## config.mk

```make
export PLATFORM = sky130hd
export DESIGN_NAME = scr_top
export DESIGN_NICKNAME = d
export VERILOG_FILES = /design/src/verilog/scr_pkg.sv /design/src/verilog/scr_top.sv
export SDC_FILE = /design/constraint.sdc
export NUM_CORES = 1
export LEC_CHECK = 0
export ABC_AREA = 1
export BUFFER_PORTS_ARGS = -buffer_cell sky130_fd_sc_hd__buf_2
export CELL_PAD_IN_SITES_DETAIL_PLACEMENT = 1
export CELL_PAD_IN_SITES_GLOBAL_PLACEMENT = 2
export CORE_ASPECT_RATIO = 0.5
export CORE_MARGIN = 2
export CORE_UTILIZATION = 36
export CTS_CLUSTER_DIAMETER = 120
export DETAILED_ROUTE_END_ITERATION = 7
export PLACE_DENSITY = 0.81
export SLEW_MARGIN = 20
export SYNTH_ARGS = -nofsm -noshare
export SYNTH_HDL_FRONTEND = slang
export SYNTH_SLANG_ARGS = --single-unit
export TNS_END_PERCENT = 100
```

## constraint.sdc

```tcl
create_clock -name ref_clk_in -period 7.2 [get_ports ref_clk_in]
set_input_delay 0.72 -clock ref_clk_in [delete_from_list [all_inputs] [get_ports ref_clk_in]]
set_output_delay 0.72 -clock ref_clk_in [all_outputs]
set_load 0.005 [all_outputs]
```

## src/verilog/scr_pkg.sv

```systemverilog
// Package for the seconds counter with alarm and periodic timeout.
// Assumes a single 20 MHz system clock and a 32.768 kHz oscillator pin.
`default_nettype none
package scr_pkg;
	// ********************************
	// Register offsets (word index)
	// ********************************
	localparam logic [15:0] SCR_OFS_FLAGS = 16'h4011;
	localparam logic [15:0] SCR_OFS_MASK = 16'h4019;
	localparam logic [15:0] SCR_OFS_WTRK = 16'h4020;
	localparam logic [15:0] SCR_OFS_SEC_HI = 16'h4021;
	localparam logic [15:0] SCR_OFS_SEC_LO = 16'h4022;
	localparam logic [15:0] SCR_OFS_ALM_HI = 16'h4023;
	localparam logic [15:0] SCR_OFS_ALM_LO = 16'h4024;
	localparam logic [15:0] SCR_OFS_CTRL = 16'h4025;
	localparam logic [15:0] SCR_OFS_TRIM = 16'h4026;
	localparam logic [15:0] SCR_OFS_KEY = 16'h4027;
	// ********************************
	// Field positions and reset values
	// ********************************
	localparam int SCR_BIT_VALID = 15;
	localparam int SCR_BIT_BUSY = 14;
	localparam int SCR_BIT_ALM_EN = 10;
	localparam int SCR_BIT_PER_HI = 6;
	localparam int SCR_BIT_PER_LO = 4;
	localparam int SCR_BIT_PER_FLAG = 3;
	localparam int SCR_BIT_ALM_FLAG = 2;
	localparam int SCR_BIT_OSC_BK = 0;
	localparam int SCR_TRIM_W = 10;
	localparam logic [15:0] SCR_RST_WORD = 16'h0000;
	localparam logic [1:0] SCR_RST_MASK = 2'h3;
	localparam logic [15:0] SCR_LFSR_SEED = 16'hace1;
	localparam logic [15:0] SCR_UNLOCK_CODE = 16'h9716;
	// ********************************
	// Timing
	// ********************************
	localparam int SCR_OSC_HZ = 32768;
	localparam int SCR_UPD_LIMIT = 8;
	localparam int SCR_HOUR_S = 3600;
	localparam int SCR_BUSY_CYC = 4;
	localparam logic [15:0] SCR_TRIM_FRAC = 16'h0040;
endpackage : scr_pkg
`default_nettype wire

```

## src/verilog/scr_top.sv

```systemverilog
// Seconds counter with alarm, periodic timeout and write tracking.
// Assumes osc_clk_in is a free 32.768 kHz pin, asynchronous to ref_clk_in.
//
// Summary of operation
// 32-bit seconds count from 32.768 kHz
// Count visible as high and low halves
// Valid bit cleared at reset, set on write
// Busy flag while update synchronises
// Tracker resets zero, random reload per write
// At most eight updates per hour
// Alarm registers and enable compare
// Alarm requests wake or on transition
// Host disables alarm before changing it
// Ten-bit signed trim corrects oscillator rate
// Trim writes need user key unlocked
// Periodic timeout two to 128 seconds
// Edge-set flags cleared by writing one
// Masked flags form one interrupt
// Counter runs in every power state except backup without oscillator enable
// Backup without oscillator enable freezes count
// Count halves start at zero
// Host saves tracker, detects foreign writes
// Backup entry resets alarm enable, period select, unlock and mask
// Each accepted half write counts once
// Mask zero passes, one masks
`default_nettype none
module scr_top
	import scr_pkg::*;
#(
	parameter int HOUR_SECONDS = SCR_HOUR_S,
	parameter int OSC_HZ = SCR_OSC_HZ
)(
	// Clock and reset
	input wire logic ref_clk_in,
	input wire logic sys_rst_in,
	// Oscillator and power state
	input wire logic osc_clk_in,
	input wire logic backup_state_in,
	input wire logic sleep_state_in,
	input wire logic off_state_in,
	input wire logic backup_osc_enable_in,
	// Register port
	input wire logic [15:0] reg_addr_in,
	input wire logic [15:0] reg_wdata_in,
	input wire logic reg_wr_in,
	input wire logic reg_rd_in,
	output logic [15:0] reg_rdata_out,
	// Events
	output logic rtc_irq_out,
	output logic wake_req_out,
	output logic on_req_out
);
	// Refuse windows the 12-bit second counter cannot hold
	if (HOUR_SECONDS < 1 || HOUR_SECONDS > 4096)
	begin : g_bad_hour
		$error("HOUR_SECONDS must be 1 to 4096");
	end
	// Limit stays positive at -8 Hz trim and fits the 23-bit phase
	if (OSC_HZ < 9 || OSC_HZ > 131064)
	begin : g_bad_osc
		$error("OSC_HZ must be 9 to 131064");
	end

	logic [1:0] osc_sync_reg;
	logic osc_prev_reg;
	logic osc_rise;
	logic [22:0] frac_reg;
	logic [22:0] frac_next;
	logic sec_tick;
	logic [31:0] sec_reg;
	logic [31:0] alarm_reg;
	logic valid_reg;
	logic alm_en_reg;
	logic [2:0] per_sel_reg;
	logic [9:0] trim_reg;
	logic unlocked_reg;
	logic [15:0] wtrk_reg;
	logic [15:0] lfsr_reg;
	logic [3:0] upd_cnt_reg;
	logic [11:0] hour_reg;
	logic [2:0] busy_reg;
	logic [6:0] per_cnt_reg;
	logic [1:0] flags_reg;
	logic [1:0] mask_reg;
	logic match_reg;
	logic soft_rst;
	logic wr_sec;
	logic sec_ok;
	logic per_hit;
	logic match_now;
	logic [23:0] frac_sum;
	logic [23:0] limit;

	// ********************************
	// Oscillator sampling and trim
	// ********************************
	// Backup entry clears control state, counter stays
	assign soft_rst = backup_state_in;
	assign osc_rise = osc_sync_reg[1] & ~osc_prev_reg;

	// Two flops before any logic looks at the pin
	always_ff @(posedge ref_clk_in or posedge sys_rst_in)
	begin
		if (sys_rst_in)
		begin
			osc_sync_reg <= 2'h0;
			osc_prev_reg <= 1'b0;
		end
		else
		begin
			osc_sync_reg <= {osc_sync_reg[0], osc_clk_in};
			osc_prev_reg <= osc_sync_reg[1];
		end
	end

	// Phase in 1/64-edge units: each edge adds 64, a second needs OSC_HZ plus trim/64
	// edges, so a fast crystal waits longer; a trim lowered mid-second ticks early
	assign limit = 24'(OSC_HZ * 64) + {{14{trim_reg[9]}}, trim_reg};
	assign frac_sum = {1'b0, frac_reg} + 24'(SCR_TRIM_FRAC);
	always_comb
	begin
		frac_next = frac_sum[22:0];
		sec_tick = 1'b0;
		if (frac_sum >= limit)
		begin
			frac_next = 23'(frac_sum - limit);
			sec_tick = 1'b1;
		end
	end

	// Oscillator stops in backup unless enabled; count kept
	always_ff @(posedge ref_clk_in or posedge sys_rst_in)
	begin
		if (sys_rst_in)
			frac_reg <= 23'h0;
		else if (osc_rise && !(backup_state_in && !backup_osc_enable_in)) // see R15
			frac_reg <= frac_next;
	end

	assign sec_ok = osc_rise && sec_tick && !(backup_state_in && !backup_osc_enable_in);

	// ********************************
	// Seconds counter and update guard
	// ********************************
	// Writes are accepted only under the hourly budget
	assign wr_sec = reg_wr_in && !soft_rst && upd_cnt_reg < 4'(SCR_UPD_LIMIT)
		&& (reg_addr_in == SCR_OFS_SEC_HI || reg_addr_in == SCR_OFS_SEC_LO); // see R6

	always_ff @(posedge ref_clk_in or posedge sys_rst_in)
	begin
		if (sys_rst_in)
			sec_reg <= {SCR_RST_WORD, SCR_RST_WORD};
		else if (wr_sec && reg_addr_in == SCR_OFS_SEC_HI)
			sec_reg <= {reg_wdata_in, sec_reg[15:0]};
		else if (wr_sec)
			sec_reg <= {sec_reg[31:16], reg_wdata_in};
		else if (sec_ok)
			sec_reg <= sec_reg + 32'h1;
	end

	// Hourly window of accepted updates, survives backup
	always_ff @(posedge ref_clk_in or posedge sys_rst_in)
	begin
		if (sys_rst_in)
		begin
			upd_cnt_reg <= 4'h0;
			hour_reg <= 12'h0;
		end
		else
		begin
			if (sec_ok && hour_reg == 12'(HOUR_SECONDS - 1))
			begin
				hour_reg <= 12'h0;
				upd_cnt_reg <= wr_sec ? 4'h1 : 4'h0; // see R6
			end
			else
			begin
				if (sec_ok)
					hour_reg <= hour_reg + 12'h1;
				if (wr_sec)
					upd_cnt_reg <= upd_cnt_reg + 4'h1;
			end
		end
	end

	// Free-running LFSR gives the random tracker value
	always_ff @(posedge ref_clk_in or posedge sys_rst_in)
	begin
		if (sys_rst_in)
		begin
			lfsr_reg <= SCR_LFSR_SEED;
			wtrk_reg <= SCR_RST_WORD;
		end
		else
		begin
			lfsr_reg <= {lfsr_reg[14:0], lfsr_reg[15] ^ lfsr_reg[13] ^ lfsr_reg[12] ^ lfsr_reg[10]};
			if (wr_sec)
				wtrk_reg <= lfsr_reg;
		end
	end

	// Busy covers the write plus a few settling cycles
	always_ff @(posedge ref_clk_in or posedge sys_rst_in)
	begin
		if (sys_rst_in)
			busy_reg <= 3'h0;
		else if (reg_wr_in && (reg_addr_in >= SCR_OFS_SEC_HI && reg_addr_in <= SCR_OFS_ALM_LO))
			busy_reg <= 3'(SCR_BUSY_CYC);
		else if (busy_reg != 3'h0)
			busy_reg <= busy_reg - 3'h1;
	end

	// ********************************
	// Control, alarm and trim registers
	// ********************************
	// Software-set state; alarm enable, period select and unlock cleared, mask set to all masked, on backup entry
	always_ff @(posedge ref_clk_in or posedge sys_rst_in)
	begin
		if (sys_rst_in)
		begin
			valid_reg <= 1'b0;
			alm_en_reg <= 1'b0;
			per_sel_reg <= 3'h0;
			alarm_reg <= 32'h0;
			trim_reg <= 10'h0;
			unlocked_reg <= 1'b0;
			mask_reg <= SCR_RST_MASK;
		end
		else if (soft_rst)
		begin
			alm_en_reg <= 1'b0;
			per_sel_reg <= 3'h0;
			unlocked_reg <= 1'b0;
			mask_reg <= SCR_RST_MASK;
		end
		else if (reg_wr_in)
		begin
			if (wr_sec)
				valid_reg <= 1'b1;
			case (reg_addr_in)
				SCR_OFS_ALM_HI: alarm_reg[31:16] <= reg_wdata_in;
				SCR_OFS_ALM_LO: alarm_reg[15:0] <= reg_wdata_in;
				SCR_OFS_CTRL:
				begin
					alm_en_reg <= reg_wdata_in[SCR_BIT_ALM_EN];
					per_sel_reg <= reg_wdata_in[SCR_BIT_PER_HI:SCR_BIT_PER_LO];
				end
				SCR_OFS_TRIM:
				begin
					if (unlocked_reg)
						trim_reg <= reg_wdata_in[SCR_TRIM_W-1:0];
				end
				SCR_OFS_KEY: unlocked_reg <= (reg_wdata_in == SCR_UNLOCK_CODE);
				SCR_OFS_MASK:
					mask_reg <= reg_wdata_in[SCR_BIT_PER_FLAG:SCR_BIT_ALM_FLAG];
				default: ;
			endcase
		end
	end

	// ********************************
	// Events, flags and requests
	// ********************************
	assign match_now = alm_en_reg && (sec_reg == alarm_reg);
	assign per_hit = sec_ok && per_sel_reg != 3'h0
		&& per_cnt_reg == 7'((8'h1 << per_sel_reg) - 8'h1);

	// Period counter restarts when disabled
	always_ff @(posedge ref_clk_in or posedge sys_rst_in)
	begin
		if (sys_rst_in)
			per_cnt_reg <= 7'h0;
		else if (per_sel_reg == 3'h0 || per_hit)
			per_cnt_reg <= 7'h0;
		else if (sec_ok)
			per_cnt_reg <= per_cnt_reg + 7'h1;
	end

	// Set beats a simultaneous write-one clear
	always_ff @(posedge ref_clk_in or posedge sys_rst_in)
	begin
		if (sys_rst_in)
		begin
			match_reg <= 1'b0;
			flags_reg <= 2'h0;
		end
		else
		begin
			match_reg <= match_now;
			if (reg_wr_in && reg_addr_in == SCR_OFS_FLAGS)
				flags_reg <= flags_reg
					& ~reg_wdata_in[SCR_BIT_PER_FLAG:SCR_BIT_ALM_FLAG];
			if (per_hit)
				flags_reg[1] <= 1'b1;
			if (match_now && !match_reg)
				flags_reg[0] <= 1'b1;
		end
	end

	// Outputs registered; alarm edge routed by power state
	always_ff @(posedge ref_clk_in or posedge sys_rst_in)
	begin
		if (sys_rst_in)
		begin
			rtc_irq_out <= 1'b0;
			wake_req_out <= 1'b0;
			on_req_out <= 1'b0;
		end
		else
		begin
			rtc_irq_out <= |(flags_reg & ~mask_reg); // see R14
			wake_req_out <= match_now && !match_reg && sleep_state_in;
			on_req_out <= match_now && !match_reg && off_state_in;
		end
	end

	// ********************************
	// Read port
	// ********************************
	// Data stand the cycle after the strobe; unmapped reads zero
	always_ff @(posedge ref_clk_in or posedge sys_rst_in)
	begin
		if (sys_rst_in)
			reg_rdata_out <= 16'h0;
		else if (reg_rd_in)
		begin
			case (reg_addr_in)
				SCR_OFS_FLAGS: reg_rdata_out <= {12'h0, flags_reg, 2'h0};
				SCR_OFS_MASK: reg_rdata_out <= {12'h0, mask_reg, 2'h0};
				SCR_OFS_WTRK: reg_rdata_out <= wtrk_reg;
				SCR_OFS_SEC_HI: reg_rdata_out <= sec_reg[31:16];
				SCR_OFS_SEC_LO: reg_rdata_out <= sec_reg[15:0];
				SCR_OFS_ALM_HI: reg_rdata_out <= alarm_reg[31:16];
				SCR_OFS_ALM_LO: reg_rdata_out <= alarm_reg[15:0];
				SCR_OFS_CTRL: reg_rdata_out <= {valid_reg, busy_reg != 3'h0, 3'h0,
					alm_en_reg, 3'h0, per_sel_reg, 4'h0};
				SCR_OFS_TRIM: reg_rdata_out <= {6'h0, trim_reg};
				default: reg_rdata_out <= 16'h0;
			endcase
		end
		else
			reg_rdata_out <= 16'h0;
	end

	// ********************************
	// Assertions
	// ********************************
	AST_VALID_SET: assert property (@(posedge ref_clk_in) disable iff (sys_rst_in)
		wr_sec |=> valid_reg) else $error("valid not set after time write");
	AST_TRK_LOAD: assert property (@(posedge ref_clk_in) disable iff (sys_rst_in)
		wr_sec |=> wtrk_reg == $past(lfsr_reg)) else $error("tracker not reloaded");
	AST_LIMIT: assert property (@(posedge ref_clk_in) disable iff (sys_rst_in)
		upd_cnt_reg <= 4'(SCR_UPD_LIMIT)) else $error("update budget exceeded");
	AST_BUSY: assert property (@(posedge ref_clk_in) disable iff (sys_rst_in)
		wr_sec |=> busy_reg != 3'h0 [*3]) else $error("busy too short");
	AST_ALM_FLAG: assert property (@(posedge ref_clk_in) disable iff (sys_rst_in)
		(match_now && !match_reg) |=> flags_reg[0]) else $error("alarm flag not set");
	AST_IRQ: assert property (@(posedge ref_clk_in) disable iff (sys_rst_in)
		rtc_irq_out == $past(|(flags_reg & ~mask_reg))) else $error("irq mismatch");
	AST_WAKE: assert property (@(posedge ref_clk_in) disable iff (sys_rst_in)
		wake_req_out |-> $past(sleep_state_in)) else $error("wake outside sleep");
	AST_ON: assert property (@(posedge ref_clk_in) disable iff (sys_rst_in)
		on_req_out |-> $past(off_state_in)) else $error("on request outside off");
	AST_HOLD: assert property (@(posedge ref_clk_in) disable iff (sys_rst_in)
		(backup_state_in && !backup_osc_enable_in && !wr_sec) |=> $stable(sec_reg))
		else $error("count moved while frozen");
	AST_TRIM_LOCK: assert property (@(posedge ref_clk_in) disable iff (sys_rst_in)
		!unlocked_reg |=> $stable(trim_reg)) else $error("trim changed while locked");
endmodule : scr_top
`default_nettype wire
```

==> results of run 1 <==
[metrics by stage]
step	std cells	total power [mW]	setup WS, ns
2_1_floorplan	1579	2.34	1.38
3_3_place_gp	2027	2.72	3.23
3_5_place_dp	2027	2.76	3.01
4_1_cts	2059	3.78	2.99
5_1_grt	2059	4.03	2.48
6_report	2059	3.76	3.07
[how the worst min path moves through the flow]
stage,to,startpoint,slack [ns]
detailed placement,osc_sync_reg[1],osc_sync_reg[0],0.34
finish,osc_sync_reg[0],osc_clk_in,0.36
global placement,osc_sync_reg[1],osc_sync_reg[0],0.33
floorplan,osc_sync_reg[1],osc_sync_reg[0],0.33
CTS,osc_sync_reg[0],osc_clk_in,0.34
global route,osc_sync_reg[0],osc_clk_in,0.34
[routing by layer]
metal / part of all wire / vias to the layer above / global-route usage
li1: - / 5233 / -
met1: 0.49 / 5567 / 0.362
met2: 0.45 / 220 / 0.425
met3: 0.038 / 55 / 0.0440
met4: 0.022 / 0 / 0.0799
met5: 0 / - / 0
[synth_stat cells, types with 8 or more instances]
cell,n
a21oi_1,46
a22oi_1,15
buf_2,15
clkbuf_1,28
dfrtp_1,178
dfstp_2,10
ha_1,30
inv_1,175
nand2_1,455
nand3_1,86
nand4_1,42
nor2_1,127
nor3_1,27
nor4_1,8
o211ai_1,10
o21ai_0,134
o21ai_1,17
o22ai_1,18
xnor2_1,31
xor2_1,58
[placed cells by master (no fill, tap or decap), drive strengths merged, types with 42 or more instances in the layout]
cell type  instances
o21ai            155
nand3             87
buf               65
xor2              58
nand4             42
nand2            461
inv              186
nor2             133
dfrtp            178
a21oi             46
[worst max-delay path, delay by kind of cell (launching register included)]
| kind | cells | cell delay [ns] |
|---|---|---|
| compound gates | 1 | 0.23 |
| buf+inv | 1 | 0.37 |
| simple gates | 11 | 2.49 |
| flops | 1 | 0.40 |
| xor+xnor | 1 | 0.24 |
| fa+ha+maj | 1 | 0.31 |
[kinds of logic after synthesis]
group | count (synthesis) | share of synthesized area
DFF | 188 | 0.406
xor gates and xnor gates | 89 | 0.0671
AOI/OAI and AO/OA | 270 | 0.132
and+or+nand+nor | 773 | 0.282
buffers and inverters | 228 | 0.0788
adders and majority gates | 31 | 0.0340
[cell type report]
class                           count  area [um2]
Tap cell                          432         541
Clock buffer                       17         425
Fill cell                        4005       18800
Multi-Input combinational cell   1163        6000
Inverter                          179         679
Timing Repair Buffer               65         340
Sequential cell                   188        4720
Clock inverter                     15         186
[power groups by stage]
stage / Combinational [mW] / Clock [mW] / Sequential, mW
floorplan: 1.06 / 0 / 1.28
global placement: 1.39 / 0 / 1.34
detailed placement: 1.41 / 0 / 1.34
CTS: 1.43 / 1.03 / 1.32
global route: 1.62 / 1.07 / 1.34
finish: 1.42 / 1.02 / 1.33
==> results_dict.tcl, run 1 <==
set metrics [dict create \
    syn-cell-area_mm2 0.0116 \
    clkTransAtPathRegs_ns 0.08 \
    async_flop_share 1.00 \
    rows 46 \
    synth_edf_count 0 \
    start_kind "flop" \
    hold_buffers 0 \
    clock-sinks 188 \
    setup_violations 0 \
    dpl_cell_area_mm2 0.0123 \
    areaGrowthSynthToFinish_pct 10.9 \
    cts_setup_buffers 0 \
    yosys_register_bits 188 \
    max_stage_delay_ns 0.59 \
    clock_skew_ns 0.0234 \
    grt.overflow.total 0 \
    grtUsageTotal 0.262 \
    synth_top_area_frac 0.383 \
    place_hpwl_mm 32.1 \
    fin_crit_sh 0.573 \
    worstPathCellList "nand3_1 -> nor2_2 -> nand2_1 -> nor3_1 -> xor2_1 -> ha_1 -> a21oi_1 -> nand3_1 -> nor2_1 -> nand2_1 -> nand2_1 -> inv_2 -> nor2_1 -> nand2_1 -> nand2_1" \
    grt_pass1_vias 11500 \
    hold_slack_ns 0.359 \
    final_util 0.406 \
    antenna_found_initial 0 \
    cts.htree.levels 4 \
    cts_resized 0 \
    cts_buffers 17 \
    yosys_warnings 0 \
    grt_first_pass_wirelength_mm 67.1 \
    chipWidth_um 258 \
    hold_viol_final 0 \
    io_pins 60 \
    fp.dieArea_mm2 0.0338 \
    dieHeight_um 131 \
    p_sw_mw 1.64 \
    pwr-share-seq 0.353 \
    insertion_delay_ns 0.48 \
    wl_per_cell_um 20.7 \
    peakVddDrop_uv 147 \
    crit_arrival_ns 4.53 \
    synth_top_area_cell "dfrtp_1" \
    ys.flop_type "dfrtp_1" \
    p_per_area_mw_per_mm2 292 \
    sw_frac_of_total 0.435 \
    drv_cap 0 \
    post_synth.cell_area_avg_um2 7.36 \
    via_per_inst 5.38 \
    cts-root-buf "clkbuf_16" \
    cts_tree "built" \
    worst_hold_path.num_cells 1 \
    cpMaxStageDelayCell "nand2_1" \
    rsz0062_at_grt "false" \
    fin_tns_setup_ns 0 \
    combPwrFrac 0.377 \
    required_ns 7.61 \
    cp-startpoint "frac_reg[8]" \
    dr.pass1.iters 5 \
    cp-end-kind "flop" \
    reg2regPathDepth 15 \
    layout-drive-gt1-share 0.0836 \
    crit_end "per_cnt_reg[5]" \
    wirelength_mm 42.7 \
    synthCells 1579 \
    cts_buffer_depth 2 \
    r2r_setup_slack_ns 3.07 \
    place_congestion 0.940 \
    crit_fanout 25 \
    finalCriticalPeriod_ns 4.13 \
    drt-initial-drc-count 780 \
    worstMarginPinSlew_ns 1.08 \
    netlist_top_cells_area "dfrtp_1, nand2_1, o21ai_0, inv_1, xor2_1" \
    fmax_ghz 0.242 \
    cellLeakagePower_nw 6.23 \
    finalNetCount 1686 \
    start_util 0.366 \
    status "complete, no violations" \
    route.detailed.drc 0 \
    ys_types 49 \
    cell_internal_pwr_mw 2.13 \
    detail-route-antenna-nets 0 \
    n_antenna_cell 0 \
    port_buffers 59 \
    ys_seq_area_frac 0.406 \
    hp-class "input port to flop" \
    clkPwrFrac 0.270 \
    grt_max_degree 124 \
    crit_top_cell "nand2_1" \
    criticalPathCategory "flop to flop" \
    finish.instance_area_mm2 0.0129 \
    slew_headroom 0.281 \
    synthesis.nets 1651 \
    core_mm2 0.0317 \
    reg2reg_to "per_cnt_reg[5]" \
    vias 11100 \
    drv_slew 0 \
    worst_r2r_startpoint "frac_reg[8]" \
]
Power figures use the tool's default switching activity.
==> run 2: changes to the inputs <==
==> constraint.sdc (replaced) <==
create_clock -name ref_clk_in -period 4.1 [get_ports ref_clk_in]
set_input_delay 0.41 -clock ref_clk_in [delete_from_list [all_inputs] [get_ports ref_clk_in]]
set_output_delay 0.41 -clock ref_clk_in [all_outputs]
set_load 0.005 [all_outputs]
==> run 2 against run 1 <==
Net effect:
- power up 75%
- maximum frequency grew 15%
- worst hold slack got worse by 0.33 ns
- final cell count is 0.39% higher
- worst setup slack worse by 2.6 ns
- non-clock buffer count rose by 8
- critical path depth grew 6
- design area up 0.34%
- flip-flop and latch count stayed put
- critical endpoint is now per_cnt_reg[1]
==> results_dict.tcl, run 2 (synthesis results as in run 1) <==
set metrics [dict create \
    peakVddDrop_uv 247 \
    io_pins 60 \
    worst_slack_ns 0.497 \
    layout-drive-gt1-share 0.0875 \
    start_kind "flop" \
    clkPwrFrac 0.265 \
    grt_max_degree 101 \
    slew_headroom 0.386 \
    place_congestion 0.948 \
    layout_commonest_cell "nand2_1" \
    finalNetCount 1694 \
    cts_setup_buffers 0 \
    vias 11100 \
    status "complete, no violations" \
    grt_first_pass_wirelength_mm 66.6 \
    route.detailed.drc 0 \
    cell_internal_pwr_mw 3.79 \
    port_buffers 59 \
    fillers 4009 \
    hold_viol_final 0 \
    pwr-share-seq 0.353 \
    fin_tns_setup_ns 0 \
    cts_buffer_depth 2 \
    start_util 0.366 \
    chipWidth_um 258 \
    setup_violations 0 \
    n_antenna_cell 0 \
    combPwrFrac 0.382 \
    cts_tree "built" \
    detail-route-antenna-nets 0 \
    drt-initial-drc-count 911 \
    place_hpwl_mm 32.1 \
    p_per_area_mw_per_mm2 509 \
    drv_slew 0 \
    cts-root-buf "clkbuf_16" \
    p_sw_mw 2.80 \
    cts_resized 0 \
    via_per_inst 5.36 \
    areaGrowthSynthToFinish_pct 11.3 \
    hp-class "input port to async pin" \
    wl_per_cell_um 20.6 \
    wirelength_mm 42.7 \
    dieHeight_um 131 \
    clock-sinks 188 \
    grt.overflow.total 0 \
    cp-end-kind "flop" \
    sw_frac_of_total 0.425 \
    grt_pass1_vias 11300 \
    final_cell_mix "nand2_1, dfrtp_1, inv_1" \
    clock_skew_ns 0.0188 \
    cts.htree.levels 4 \
    antenna_found_initial 1 \
    clkTransAtPathRegs_ns 0.08 \
    fp.dieArea_mm2 0.0338 \
    dr.pass1.iters 7 \
    insertion_delay_ns 0.47 \
    cts_buffers 17 \
    finalCriticalPeriod_ns 3.60 \
    crit_fanout 25 \
    worstMarginPinSlew_ns 0.913 \
    rows 46 \
    drv_cap 0 \
    rsz0062_at_grt "false" \
    criticalPathCategory "flop to flop" \
    grtUsageTotal 0.261 \
    fmax_ghz 0.278 \
    required_ns 4.45 \
    post-place-ws_ns 0.501 \
    cellLeakagePower_nw 6.26 \
    crit_arrival_ns 3.95 \
    core_mm2 0.0317 \
    hold_buffers 0 \
    fin_crit_sh 0.879 \
]
-- run 2: changes by cell type in the layout (fill, tap and decap cells not counted), moves of 2 or more --
cell / change
inv_12: -2
inv_8: -4
buf_4: +7
inv_6: +7
clkinv_8: -3
-- run 2: power by group through the flow --
stage	logic [mW]	registers [mW]	clock network, mW
global placement	2.43	2.34	0
global route	2.85	2.35	1.84
detailed placement	2.50	2.35	0
floorplan	1.86	2.25	0
CTS	2.52	2.32	1.77
finish	2.52	2.33	1.75
-- run 2: layout make-up --
class / count / area [um2] / share of cell area
clock buffers: 19 / 443 / 0.0343
clock inverters: 13 / 144 / 0.0111
inverters: 179 / 676 / 0.0523
multi-input cells: 1163 / 6000 / 0.464
flip-flops and latches: 188 / 4720 / 0.365
well taps: 432 / 541 / 0.0418
repair buffers: 73 / 413 / 0.0319
-- run 2: worst max-delay path: stages (launching register included) --
cell     delay (ns)
dfrtp_1        0.40
ha_1           0.20
nand2_1        0.08
nor2_2         0.17
nand2_2        0.14
nor3_1         0.20
xnor2_1        0.15
inv_1          0.08
ha_1           0.34
nand2_1        0.13
nor2_2         0.18
inv_1          0.05
nor2_1         0.13
nand3_1        0.10
nand4_1        0.11
nand2_1        0.05
nand2_1        0.17
nand2_1        0.11
inv_2          0.33
nor2_1         0.22
nand2_1        0.10
nand2_1        0.06
-- run 2: through the flow --
| stage | utilization | area, um2 | instances | total power [mW] | hold WS, ns |
|---|---|---|---|---|---|
| final | 0.408 | 12900 | 2067 | 6.59 | 0.0264 |
| after global routing | 0.408 | 12900 | 2067 | 7.04 | 0.0425 |
| after CTS | 0.408 | 12900 | 2067 | 6.60 | 0.0270 |
| after detailed placement | 0.389 | 12300 | 2035 | 4.85 | 0.339 |
| after global placement | 0.389 | 12300 | 2035 | 4.77 | 0.335 |
| after floorplan | - | 11600 | 1579 | 4.11 | 0.331 |
-- run 2: path summary, 6_finish.rpt --
path	from	depth (start not counted)	slack, ns	end
hold reg to reg	osc_sync_reg[0]	0	0.35	osc_sync_reg[1]
min in group ref_clk_in	osc_clk_in	1	0.05	osc_sync_reg[0]
setup reg to reg	frac_reg[6]	21	0.50	per_cnt_reg[1]
hold / removal	sys_rst_in	2	0.03	frac_reg[1]
max in group asynchronous	sys_rst_in	3	3.13	lfsr_reg[15]
setup / recovery	frac_reg[6]	21	0.50	per_cnt_reg[1]
-- run 2: routing by layer --
layer,track usage,vias up,share of wire
met5,0,-,0
met3,0.0436,44,0.045
met2,0.426,259,0.45
met1,0.362,5534,0.48
li1,-,5245,-
met4,0.0707,0,0.015
==> run 3: changes to the inputs <==
--- a/config.mk
+++ b/config.mk
@@ -5,13 +5,12 @@
 export SDC_FILE = /design/constraint.sdc
 export NUM_CORES = 1
 export LEC_CHECK = 0
-export ABC_AREA = 1
 export BUFFER_PORTS_ARGS = -buffer_cell sky130_fd_sc_hd__buf_2
 export CELL_PAD_IN_SITES_DETAIL_PLACEMENT = 1
 export CELL_PAD_IN_SITES_GLOBAL_PLACEMENT = 2
 export CORE_ASPECT_RATIO = 0.5
 export CORE_MARGIN = 2
-export CORE_UTILIZATION = 36
+export CORE_UTILIZATION = 40
 export CTS_CLUSTER_DIAMETER = 120
 export DETAILED_ROUTE_END_ITERATION = 7
 export PLACE_DENSITY = 0.81
==> run 3 against run 2 <==
Net effect:
- synthesized cell count down 29%
- clock skew down 0.0032 ns
- routed wire length down 20%
- flip-flop and latch count unchanged
- via count down 19%
- global-route usage down 1.3 points
- highest routed layer is now met5
==> results_dict.tcl, run 3 <==
set metrics [dict create \
    status "complete, no violations" \
    async_flop_share 1.00 \
    netlist_top_cells_area "dfrtp_1, xnor2_1, nand2_1, mux2_2, ha_1" \
    power_mw 4.32 \
    post_synth.cell_area_avg_um2 9.75 \
    clkTransAtPathRegs_ns 0.08 \
    start_util 0.409 \
    hold_slack_ns 0.0537 \
    wl_per_cell_um 22.1 \
    grt.overflow.total 0 \
    drv_slew 0 \
    insertion_delay_ns 0.47 \
    ys_types 85 \
    finish.instance_area_mm2 0.0123 \
    synthesis.nets 1188 \
    syn-cell-area_mm2 0.0109 \
    yosys_warnings 0 \
    synthCells 1116 \
    top_layer "met5" \
    required_ns 4.48 \
    drt-initial-drc-count 629 \
    final_cell_mix "dfrtp_1, nand2_1, nor2_1" \
    rows 42 \
    grt_pass1_vias 9311 \
    cts_buffers 17 \
    cellLeakagePower_nw 5.55 \
    worst_hold_path.num_cells 1 \
    fin_crit_sh 0.942 \
    finalNetCount 1249 \
    vias 8954 \
    synth_top_area_frac 0.410 \
    ff_latch_area_mm2 0.00472 \
    clock-sinks 188 \
    crit_arrival_ns 4.24 \
    reg2regPathDepth 15 \
    criticalPathCategory "flop to flop" \
    yosysMostFrequentCell "dfrtp_1" \
    chipWidth_um 237 \
    ys_seq_area_frac 0.434 \
    peakVddDrop_uv 320 \
    p_per_area_mw_per_mm2 352 \
    cts_buffer_depth 2 \
    areaGrowthSynthToFinish_pct 12.9 \
    layout-drive-gt1-share 0.188 \
    yosys_register_bits 188 \
    hold_start "osc_clk_in" \
    place_congestion 0.871 \
    met2_length_mm 16.0 \
    place_hpwl_mm 24.7 \
    core_mm2 0.0266 \
    r2r_setup_slack_ns 0.24 \
    layout_commonest_cell "dfrtp_1" \
    final_util 0.462 \
    grt_max_degree 116 \
    fp.dieArea_mm2 0.0286 \
    via_per_inst 5.80 \
    dieHeight_um 121 \
    fillers 3014 \
    cp-end-kind "flop" \
    cts.htree.levels 4 \
    cts-root-buf "clkbuf_16" \
    hold_viol_final 0 \
    route.detailed.drc 0 \
    port_buffers 59 \
    drv_cap 0 \
    cts_tree "built" \
    slew_headroom 0.349 \
    finalCriticalPeriod_ns 3.86 \
    grt_first_pass_wirelength_mm 54.1 \
    crit_fanout 9 \
    fmax_ghz 0.259 \
    worstMarginPinSlew_ns 0.974 \
    worst_r2r_startpoint "frac_reg[6]" \
    dpl_cell_area_mm2 0.0116 \
    grtUsageTotal 0.248 \
    clock_skew_ns 0.0156 \
    hp-class "input port to flop" \
    synth_edf_count 0 \
    whs_endpoint "osc_sync_reg[0]" \
    dr.pass1.iters 6 \
    start_kind "flop" \
    detail-route-antenna-nets 0 \
    multiInputGateArea_mm2 0.00583 \
    io_pins 60 \
    wirelength_mm 34.2 \
    synth_top_area_cell "dfrtp_1" \
    ys.flop_type "dfrtp_1" \
    setup_violations 0 \
    wl_met3_mm 1.44 \
    reg2reg_to "sec_reg[29]" \
    wl_met1_mm 15.9 \
    dp_cells 1504 \
    synth_commonest_cells "dfrtp_1, nand2_1, nor2_1, xnor2_1, a21oi_1" \
    antenna_found_initial 1 \
    instances_no_fill 1543 \
]
run 3: cell types whose count changed after synthesis, sizes merged, moves of 31 or more:
cell	previous run	this run
nor2	133	100
xor2	58	27
xnor2	31	65
inv	179	35
nand2	461	134
mux2	0	41
nand3	87	42
o21ai	155	52
run 3: area by class of cell:
type | instances | area share
Sequential cell | 188 | 0.384
Clock buffer | 18 | 0.0358
Inverter | 35 | 0.0110
Timing Repair Buffer | 88 | 0.0452
Antenna cell | 1 | 0.000204
Tap cell | 352 | 0.0359
Clock inverter | 14 | 0.0127
Multi-Input combinational cell | 847 | 0.475
run 3: through the flow:
step / setup WS [ns] / setup TNS, ns
global placement: 0.216 / 0
floorplan: 0.688 / 0
global route: -0.00416 / -0.00416
finish: 0.238 / 0
CTS: 0.0628 / 0
detailed placement: 0.0938 / 0
run 3: routing by layer:
| layer | GRT usage | vias up |
|---|---|---|
| met1 | 0.328 | 4598 |
| met3 | 0.0477 | 46 |
| li1 | - | 4126 |
| met4 | 0.0806 | 2 |
| met2 | 0.412 | 182 |
| met5 | 0 | - |
run 3: repair_timing:
| item | in CTS | in global routing |
|---|---|---|
| gates resized for setup | 0 | 10 |
| buffers inserted | 0 | 6 |
| endpoints found under the setup margin | 0 | 56 |
| hold buffers | 0 | 0 |
run 3: logic make-up after synthesis:
kind of cell	Yosys count	share of synthesized area
xor gates and xnor gates	92	0.0741
AOI/OAI and AO/OA	217	0.131
DFF	188	0.434
adders and majority gates	31	0.0364
buffers and inverters	81	0.0336
and+or+nand+nor	425	0.193
muxes	82	0.0986
run 3: power by group:
group	switching, mW	internal [mW]
Combinational	0.405	0.252
Sequential	0.0458	1.90
Clock	0.843	0.880
Total	1.29	3.03
run 3: how the worst max path moves through the flow:
stage                     cells after the start              to   startpoint  slack, ns
after global placement                       16    hour_reg[11]  frac_reg[8]       0.22
final                                        15     sec_reg[29]  frac_reg[6]       0.24
after global routing                         15  per_cnt_reg[6]  frac_reg[6]     -0.004
after floorplan                              17     frac_reg[3]  frac_reg[8]       0.69
after detailed placement                     15     hour_reg[0]  frac_reg[6]       0.09
after CTS                                    16    hour_reg[11]  frac_reg[8]       0.06
run 3: worst max-delay path, cell delays in order (launching register included):
cell	delay [ns]
dfrtp_1	0.42
ha_1	0.27
nand4_1	0.18
nor2_2	0.28
nand3_1	0.15
xnor2_1	0.18
ha_1	0.40
nand4_1	0.19
nor3_2	0.24
a32o_1	0.19
a211o_1	0.17
a21oi_4	0.09
buf_12	0.15
nor4_2	0.49
a211oi_2	0.14
nor3_1	0.23
